==> src/core/nfss_pkg.sv <==
// Package for the fix sentence stream framer.
// Assumes a single 25 MHz clock domain and fixed-width ASCII fields from the user.
package nfss_pkg;

  // ----------------------------------------------------------------
  // Timing
  // ----------------------------------------------------------------
  localparam int unsigned CLK_HZ             = 25_000_000;
  localparam int unsigned BAUD_DEFAULT       = 4800;
  localparam int unsigned BIT_CYCLES_DEFAULT = CLK_HZ / BAUD_DEFAULT;

  // ----------------------------------------------------------------
  // Sentence image
  // ----------------------------------------------------------------
  localparam int unsigned SENT_MAX = 70;
  localparam int unsigned GGA_LEN  = 70;
  localparam int unsigned GLL_LEN  = 43;
  localparam int unsigned GSA_LEN  = 57;
  localparam int unsigned SV_SLOTS = 12;

  localparam logic [47:0] HDR_GGA  = 48'h4750_4747_412C;
  localparam logic [47:0] HDR_GLL  = 48'h4750_474C_4C2C;
  localparam logic [47:0] HDR_GSA  = 48'h4750_4753_412C;
  localparam logic [47:0] GGA_UNIT = 48'h2C4D_2C2C_4D2C;

  localparam logic [7:0] CH_DOLLAR = 8'h24;
  localparam logic [7:0] CH_STAR   = 8'h2A;
  localparam logic [7:0] CH_COMMA  = 8'h2C;
  localparam logic [7:0] CH_CR     = 8'h0D;
  localparam logic [7:0] CH_LF     = 8'h0A;
  localparam logic [7:0] CH_ZERO   = 8'h30;
  localparam logic [7:0] CH_HEX_AF = 8'h37;
  localparam logic [7:0] CH_A      = 8'h41;
  localparam logic [7:0] CH_M      = 8'h4D;
  localparam logic [7:0] CH_V      = 8'h56;
  localparam logic [7:0] CH_SKIP   = 8'h00;
  localparam logic [3:0] HEX_TEN   = 4'hA;

  // ----------------------------------------------------------------
  // Types
  // ----------------------------------------------------------------
  typedef enum logic [1:0] {
    NFSS_GGA,
    NFSS_GLL,
    NFSS_GSA
  } nfss_kind_t;

  typedef struct packed {
    logic [9:0][7:0]         utc_time;
    logic [8:0][7:0]         latitude;
    logic [7:0]              north_south;
    logic [9:0][7:0]         longitude;
    logic [7:0]              east_west;
    logic [1:0]              fix_indicator;
    logic [1:0][7:0]         sats_used;
    logic [2:0][7:0]         hdop;
    logic [4:0][7:0]         altitude;
    logic                    dgps_used;
    logic [2:0][7:0]         corr_age;
    logic [3:0][7:0]         station_id;
    logic                    data_valid;
    logic                    mode_manual;
    logic [1:0]              fix_mode;
    logic [0:11][1:0][7:0]   sv_id;
    logic [0:11]             sv_used;
    logic [2:0][7:0]         pdop;
    logic [2:0][7:0]         vdop;
  } nfss_fix_t;

endpackage : nfss_pkg

==> src/core/nfss_uart_tx.sv <==
// Serial transmitter, 8 data bits, no parity, one stop bit, LSB first.
// Assumes send is only raised while ready is high; reset is already synchronised.
`timescale 1ns/1ps
module nfss_uart_tx
  import nfss_pkg::*;
#(
  parameter int unsigned BIT_CYCLES = BIT_CYCLES_DEFAULT
) (
  // Clock and control
  input  wire logic       clk,
  input  wire logic       rst_n,
  input  wire logic       ce,
  // Byte request
  input  wire logic       send,
  input  wire logic [7:0] data,
  output logic            ready,
  // Line
  output logic            txd
);

  localparam int unsigned CNT_W = $clog2(BIT_CYCLES);

  if (BIT_CYCLES < 2) begin : g_bad_bit_cycles
    $error("BIT_CYCLES must be at least 2");
  end

  logic [9:0]       shift_reg,  shift_next;
  logic [3:0]       bits_reg,   bits_next;
  logic [CNT_W-1:0] cnt_reg,    cnt_next;
  logic             ready_reg,  ready_next;
  logic             txd_reg,    txd_next;

  // ----------------------------------------------------------------
  // Next state
  // ----------------------------------------------------------------
  always_comb begin
    shift_next = shift_reg;
    bits_next  = bits_reg;
    cnt_next   = cnt_reg;
    ready_next = ready_reg;
    txd_next   = txd_reg;
    if (ready_reg) begin
      if (send) begin
        shift_next = {1'b1, data, 1'b0};
        bits_next  = 4'd10;
        cnt_next   = CNT_W'(BIT_CYCLES - 1);
        ready_next = 1'b0;
        txd_next   = 1'b0;
      end
    end else if (cnt_reg != '0) begin
      cnt_next = cnt_reg - 1'b1;
    end else if (bits_reg == 4'd1) begin
      ready_next = 1'b1;
      txd_next   = 1'b1;
      bits_next  = 4'd0;
    end else begin
      shift_next = {1'b1, shift_reg[9:1]};
      txd_next   = shift_reg[1];
      bits_next  = bits_reg - 4'd1;
      cnt_next   = CNT_W'(BIT_CYCLES - 1);
    end
  end

  // ----------------------------------------------------------------
  // Registers
  // ----------------------------------------------------------------
  always_ff @(posedge clk or negedge rst_n) begin
    if (!rst_n) begin
      shift_reg <= '1;
      bits_reg  <= '0;
      cnt_reg   <= '0;
      ready_reg <= 1'b1;
      txd_reg   <= 1'b1;
    end else if (ce) begin
      shift_reg <= shift_next;
      bits_reg  <= bits_next;
      cnt_reg   <= cnt_next;
      ready_reg <= ready_next;
      txd_reg   <= txd_next;
    end
  end

  assign ready = ready_reg;
  assign txd   = txd_reg;

endmodule : nfss_uart_tx

==> src/core/nfss_framer.sv <==
// Fix sentence stream framer: emits GGA, GLL and GSA sentences on the primary
// serial line from one captured fix snapshot.
// Assumes the host supplies reset and strap levels and parses the stream.
//
// Notes on behaviour
// - Output on primary out, commands only on primary in.
// - Secondary serial lines carry no traffic.
// - Fix data sentence fields in fixed order.
// - Fix indicator digit 0 to 3.
// - Correction age empty without differential use.
// - Geoid separation field always empty.
// - Position sentence fields in fixed order.
// - Status letter A valid, V invalid.
// - Dilution sentence: modes, twelve slots, three DOPs.
// - Star, checksum, CR LF end every sentence.
// - XOR between dollar and star, two hex.
// - Mode 1 letter M manual, A automatic.
// - Mode 2 digit 1 none, 2D, 3D.
`timescale 1ns/1ps
module nfss_framer
  import nfss_pkg::*;
#(
  parameter int unsigned BIT_CYCLES = BIT_CYCLES_DEFAULT
) (
  // Clock, reset and enable
  input  wire logic      clk,
  input  wire logic      rst_b,
  input  wire logic      ce,
  // Fix snapshot request
  input  wire logic      fix_start,
  input  wire nfss_fix_t fix_data,
  output logic           busy,
  // Pins
  input  wire logic      flash_program_select,
  input  wire logic      primary_serial_in,
  output logic           primary_serial_out,
  output logic           secondary_serial_out,
  output logic           cmd_rx_level
);

  typedef enum {
    ST_IDLE,
    ST_DOLLAR,
    ST_BODY,
    ST_STAR,
    ST_HEX_HI,
    ST_HEX_LO,
    ST_CR,
    ST_LF
  } nfss_state_t;

  // ----------------------------------------------------------------
  // Reset release and pin synchronisers
  // ----------------------------------------------------------------
  logic [1:0] rst_sync_reg;
  logic       rst_n;
  logic [1:0] prog_sync_reg;
  logic [1:0] rx_sync_reg;

  always_ff @(posedge clk or negedge rst_b) begin
    if (!rst_b) begin
      rst_sync_reg <= 2'b00;
    end else begin
      rst_sync_reg <= {rst_sync_reg[0], 1'b1};
    end
  end

  assign rst_n = rst_sync_reg[1];

  always_ff @(posedge clk or negedge rst_n) begin
    if (!rst_n) begin
      prog_sync_reg <= 2'b00;
      rx_sync_reg   <= 2'b11;
    end else if (ce) begin
      prog_sync_reg <= {prog_sync_reg[0], flash_program_select};
      rx_sync_reg   <= {rx_sync_reg[0], primary_serial_in};
    end
  end

  // ----------------------------------------------------------------
  // Sentence images
  // ----------------------------------------------------------------
  nfss_state_t              state_reg, state_next;
  nfss_kind_t               kind_reg,  kind_next;
  nfss_fix_t                snap_reg,  snap_next;
  logic [6:0]               idx_reg,   idx_next;
  logic [7:0]               csum_reg,  csum_next;
  logic                     busy_reg,  busy_next;
  logic                     rxl_reg;
  logic [SENT_MAX*8-1:0]    img;
  logic [GGA_LEN*8-1:0]     gga_v;
  logic [GLL_LEN*8-1:0]     gll_v;
  logic [GSA_LEN*8-1:0]     gsa_v;
  logic [0:11][23:0]        slots;
  logic [7:0]               cur;
  logic [7:0]               status_ch;
  logic                     send;
  logic [7:0]               tx_byte;
  logic                     tx_ready;

  function automatic logic [7:0] hex_ch(input logic [3:0] n);
    hex_ch = (n < HEX_TEN) ? (CH_ZERO + {4'h0, n}) : (CH_HEX_AF + {4'h0, n});
  endfunction : hex_ch

  always_comb begin
    for (int i = 0; i < SV_SLOTS; i++) begin
      slots[i] = {(snap_reg.sv_used[i] ? snap_reg.sv_id[i] : 16'h0000), CH_COMMA};
    end
    status_ch = snap_reg.data_valid ? CH_A : CH_V;
    gga_v = {HDR_GGA, snap_reg.utc_time, CH_COMMA, snap_reg.latitude, CH_COMMA,
             snap_reg.north_south, CH_COMMA, snap_reg.longitude, CH_COMMA,
             snap_reg.east_west, CH_COMMA,
             CH_ZERO + {6'h00, snap_reg.fix_indicator}, CH_COMMA,
             snap_reg.sats_used, CH_COMMA, snap_reg.hdop, CH_COMMA,
             snap_reg.altitude, GGA_UNIT,
             (snap_reg.dgps_used ? snap_reg.corr_age : 24'h00_0000),
             CH_COMMA, snap_reg.station_id};
    gll_v = {HDR_GLL, snap_reg.latitude, CH_COMMA, snap_reg.north_south, CH_COMMA,
             snap_reg.longitude, CH_COMMA, snap_reg.east_west, CH_COMMA,
             snap_reg.utc_time, CH_COMMA, status_ch};
    gsa_v = {HDR_GSA, (snap_reg.mode_manual ? CH_M : CH_A), CH_COMMA,
             CH_ZERO + {6'h00, snap_reg.fix_mode}, CH_COMMA,
             slots, snap_reg.pdop, CH_COMMA, snap_reg.hdop, CH_COMMA,
             snap_reg.vdop};
    case (kind_reg)
      NFSS_GGA: img = gga_v;
      NFSS_GLL: img = {gll_v, {((SENT_MAX - GLL_LEN) * 8){1'b0}}};
      NFSS_GSA: img = {gsa_v, {((SENT_MAX - GSA_LEN) * 8){1'b0}}};
      default:  img = '0;
    endcase
    cur = img[(SENT_MAX - 1 - 32'(idx_reg)) * 8 +: 8];
  end

  // ----------------------------------------------------------------
  // Sequencer next state
  // ----------------------------------------------------------------
  always_comb begin
    state_next = state_reg;
    kind_next  = kind_reg;
    snap_next  = snap_reg;
    idx_next   = idx_reg;
    csum_next  = csum_reg;
    send       = 1'b0;
    tx_byte    = CH_SKIP;
    case (state_reg)
      ST_IDLE: begin
        if (fix_start && !prog_sync_reg[1]) begin
          snap_next  = fix_data;
          kind_next  = NFSS_GGA;
          state_next = ST_DOLLAR;
        end
      end
      ST_DOLLAR: begin
        if (tx_ready) begin
          send       = 1'b1;
          tx_byte    = CH_DOLLAR;
          csum_next  = 8'h00;
          idx_next   = 7'd0;
          state_next = ST_BODY;
        end
      end
      ST_BODY: begin
        if (idx_reg == 7'(SENT_MAX)) begin
          state_next = ST_STAR;
        end else if (cur == CH_SKIP) begin
          idx_next = idx_reg + 7'd1;
        end else if (tx_ready) begin
          send      = 1'b1;
          tx_byte   = cur;
          csum_next = csum_reg ^ cur;
          idx_next  = idx_reg + 7'd1;
        end
      end
      ST_STAR: begin
        if (tx_ready) begin
          send       = 1'b1;
          tx_byte    = CH_STAR;
          state_next = ST_HEX_HI;
        end
      end
      ST_HEX_HI: begin
        if (tx_ready) begin
          send       = 1'b1;
          tx_byte    = hex_ch(csum_reg[7:4]);
          state_next = ST_HEX_LO;
        end
      end
      ST_HEX_LO: begin
        if (tx_ready) begin
          send       = 1'b1;
          tx_byte    = hex_ch(csum_reg[3:0]);
          state_next = ST_CR;
        end
      end
      ST_CR: begin
        if (tx_ready) begin
          send       = 1'b1;
          tx_byte    = CH_CR;
          state_next = ST_LF;
        end
      end
      ST_LF: begin
        if (tx_ready) begin
          send    = 1'b1;
          tx_byte = CH_LF;
          if (kind_reg == NFSS_GSA) begin
            state_next = ST_IDLE;
          end else begin
            kind_next  = (kind_reg == NFSS_GGA) ? NFSS_GLL : NFSS_GSA;
            state_next = ST_DOLLAR;
          end
        end
      end
      default: begin
        state_next = ST_IDLE;
      end
    endcase
    busy_next = (state_next != ST_IDLE);
  end

  // ----------------------------------------------------------------
  // Sequencer registers
  // ----------------------------------------------------------------
  always_ff @(posedge clk or negedge rst_n) begin
    if (!rst_n) begin
      state_reg <= ST_IDLE;
      kind_reg  <= NFSS_GGA;
      snap_reg  <= '0;
      idx_reg   <= '0;
      csum_reg  <= '0;
      busy_reg  <= 1'b0;
      rxl_reg   <= 1'b1;
    end else if (ce) begin
      state_reg <= state_next;
      kind_reg  <= kind_next;
      snap_reg  <= snap_next;
      idx_reg   <= idx_next;
      csum_reg  <= csum_next;
      busy_reg  <= busy_next;
      rxl_reg   <= rx_sync_reg[1];
    end
  end

  // ----------------------------------------------------------------
  // Serial lines
  // ----------------------------------------------------------------
  nfss_uart_tx #(
    .BIT_CYCLES (BIT_CYCLES)
  ) u_tx (
    .clk   (clk),
    .rst_n (rst_n),
    .ce    (ce),
    .send  (send),
    .data  (tx_byte),
    .ready (tx_ready),
    .txd   (primary_serial_out)
  );

  logic sec_reg;

  always_ff @(posedge clk or negedge rst_n) begin
    if (!rst_n) begin
      sec_reg <= 1'b1;
    end else if (ce) begin
      sec_reg <= 1'b1;
    end
  end

  assign secondary_serial_out = sec_reg;
  assign busy                 = busy_reg;
  assign cmd_rx_level         = rxl_reg;

endmodule : nfss_framer

==> config.mk <==
export PLATFORM = sky130hd
export DESIGN_NAME = nfss_framer
export DESIGN_NICKNAME = d
export VERILOG_FILES = /design/src/core/nfss_pkg.sv /design/src/core/nfss_uart_tx.sv /design/src/core/nfss_framer.sv
export SDC_FILE = /design/constraint.sdc
export NUM_CORES = 2
export LEC_CHECK = 0
export ABC_AREA = 1
export BUFFER_PORTS_ARGS = -buffer_cell sky130_fd_sc_hd__buf_2
export CAP_MARGIN = 20
export CORE_ASPECT_RATIO = 1.25
export CORE_MARGIN = 5
export CORE_UTILIZATION = 50
export DETAILED_ROUTE_END_ITERATION = 16
export PLACE_DENSITY = 0.81
export SYNTH_ARGS = -nofsm -noshare
export SYNTH_HDL_FRONTEND = slang
export SYNTH_SLANG_ARGS = --single-unit
==> constraint.sdc <==
create_clock -name clk -period 38.9 [get_ports clk]
set_input_delay 1.945 -clock clk [delete_from_list [all_inputs] [get_ports clk]]
set_output_delay 1.945 -clock clk [all_outputs]
set_load 0.05 [all_outputs]
==> results.yml <==
cts:
  cts.htree.levels: 3
  cts_buffers: 76
  cts_root_buffer: "clkbuf_16"
  clk_pin_slew_ps: 60
  clockBufferDepth: 3
  clock_latency_ps: 680
  ctsResizeCount: 0
  clock-sinks: 727
  ctsHoldBuffers: 0
  postCtsSetupBuffers: 0
  cts_tree: "yes"
place:
  gp_congestion: 1.04
  portBuffers: 651
  post-dp-hpwl_um: 119000
  dpl.cell_count: 5922
sta:
  max-slew-margin-rel: 0.174
  worstMarginPinSlew_ps: 1240
  worst_hold_slack_ps: 332
  clock_skew_ps: 43.9
  period_needed_ps: 6310
  rsz0062_at_grt: "no"
  hold_viol_final: 0
  fin_crit_sh: 0.162
  max_freq_mhz: 159
  setup_viol: 0
  fin_tns_setup_ps: 0
  slew_viol_final: 0
global_route:
  busiest_layer: "met2"
  grt_pass1_wl_um: 235000
  antenna_found_initial: 40
  grtUsageMet1: 0.450
  grt_start_max_net_pins: 205
  track_usage: 0.374
  grtUsageMet3: 0.0828
  grt-ovfl-total: 0
  met2_usage: 0.587
  grt_pass1_vias: 36128
drt:
  num_vias: 36453
  drc: 0
  avgViaCountPerCell: 5.98
  wl_um: 163000
  wl_per_cell_um: 26.7
  ant_nets: 0
  drtIter0Drc: 4624
  firstDrtPassIters: 9
floorplanning:
  die_y_um: 324
  die_w_um: 261
  initial_core_util: 0.502
  dieArea_mm2: 0.0847
  rows: 115
  core_mm2: 0.0786
  num_io_pins: 653
worst_setup_path:
  r2r_cells: 24
  path_class: "flop to flop"
  cp.arrival_ps: 6840
  crit_fanout: 107
  r2r_slack_ps: 32590
  cp-end-kind: "flop"
  required_ps: 39430
  start_kind: "flop"
synth:
  avgSynthCellArea_um2: 8.85
  synth.cell_area_mm2: 0.0395
  async_reset_ff_frac: 1.00
  netlist_instances: 4462
  ys_types: 59
  ys_seq_area_frac: 0.461
  ys_warn_count: 0
  ys_ff_latch: 727
  synth-main-ff-cell: "dfrtp_1"
  synth_edf_count: 0
final_layout:
  layout_commonest_cell: "nand2_1"
  utilization: 0.588
  area_growth_pct: 16.9
  largest_reg_flops: 360
  num-nets-final: 5614
  finalNonFillerCells: 6098
  drive_above_1_share: 0.310
  mostFrequentLayoutCells: "nand2_1, dfrtp_1, buf_2"
worst_hold_path:
  hp-class: "flop to async pin"
pwr:
  p_per_area_mw_per_mm2: 86.2
  p_leak_nw: 22.3
  ir_worst_vdd_v: 0.0000487
run:
  maxCapViolations: 0
run_status:
  status: "complete, no violations"
-- area by class of cell --
class,count,area [µm²]
diodes,31,77.6
clock buffers,93,2050
clock inverters,48,831
fillers,6957,32400
inverters,240,908
multi-input cells,3210,19000
flip-flops and latches,727,18200
well taps,1053,1320
repair buffers,696,3730
-- where the power goes --
| group | switching, mW | internal (mW) | total [mW] |
|---|---|---|---|
| logic | 0.995 | 0.659 | 1.65 |
| clock network | 0.343 | 0.491 | 0.835 |
| registers | 0.368 | 1.12 | 1.49 |
-- path summary, 6_finish.rpt --
kind | from | to
min in group clk | rst_sync_reg[0] | rst_sync_reg[1]
hold / removal | rst_sync_reg[1] | gga_v[288]
setup / recovery | idx_reg[1] | u_tx.cnt_reg[12]
max in group asynchronous | rst_sync_reg[1] | rx_sync_reg[0]
setup reg to reg | idx_reg[1] | u_tx.cnt_reg[12]
hold reg to reg | rst_sync_reg[1] | gga_v[288]
-- routing by layer --
metal,wire length [µm],share of wire,up-vias
li1,-,-,15870
met1,57500,0.35,17693
met2,75300,0.46,2228
met3,14800,0.091,644
met4,15300,0.094,18
met5,130,0.00080,-
-- cell families after synthesis --
group                    after synthesis  synth area share
flip-flops                           727             0.461
AO/OA/AOI/OAI                        386            0.0596
buffers and inverters                526            0.0586
XOR/XNOR                              13           0.00288
other                                  1         0.0000950
AND/OR/NAND/NOR                     2148             0.229
adder cells (fa/ha/maj)               14           0.00444
multiplexers                         647             0.184
-- synthesized netlist by cell type, drive strengths merged, types with 2 or more instances --
| master | instances | area share |
|---|---|---|
| o311ai | 2 | 0.00044 |
| or2 | 5 | 0.00079 |
| nor2 | 168 | 0.018 |
| mux2 | 643 | 0.18 |
| nor3 | 20 | 0.0028 |
| inv | 234 | 0.022 |
| a21oi | 132 | 0.017 |
| xor2 | 12 | 0.0027 |
| a22oi | 3 | 0.00057 |
| o21bai | 3 | 0.00057 |
| nand4 | 50 | 0.0079 |
| o22ai | 14 | 0.0022 |
| o221ai | 2 | 0.00044 |
| nand2 | 1428 | 0.14 |
| and2 | 2 | 0.00032 |
| buf | 187 | 0.026 |
| o31ai | 2 | 0.00038 |
| nand3 | 458 | 0.059 |
| a221oi | 3 | 0.00067 |
| a31oi | 4 | 0.00063 |
| o41ai | 2 | 0.00044 |
| clkbuf | 99 | 0.0094 |
| nor3b | 2 | 0.00038 |
| o211ai | 26 | 0.0049 |
| dfrtp | 714 | 0.45 |
| nand3b | 3 | 0.00057 |
| o21ai | 141 | 0.020 |
| clkinv | 6 | 0.00057 |
| dfstp | 13 | 0.0087 |
| mux2i | 4 | 0.0010 |
| a22o | 46 | 0.010 |
| nor4 | 12 | 0.0019 |
| ha | 14 | 0.0044 |
-- metrics by stage --
stage	instance area (µm²)	setup WS, ps	total power [mW]
global route	46100	32340	4.16
floorplan	39500	17160	2.46
detailed placement	43100	32780	3.08
finish	46200	32590	3.98
CTS	46000	32770	3.92
global placement	43100	32830	3.04
-- critical path, stage by stage (launching register included) --
cell and delay (ps):
dfrtp_4 730, ha_1 370, nor2_4 130, nand2_4 80
nand2_8 440, nand2_8 160, nor2_8 720, buf_4 870
nand2_1 380, o21ai_1 250, a21oi_1 60, nor2_1 290
nand2_1 80, nand2_1 110, nand2_1 70, nand2_1 60
nand2_1 110, nand2_1 120, nor2_4 60, nand2_2 80
nand2_2 60, nand2_4 110, nand3_4 320, nand2_1 190
o21ai_2 70
(Power assumes the default switching activity.)
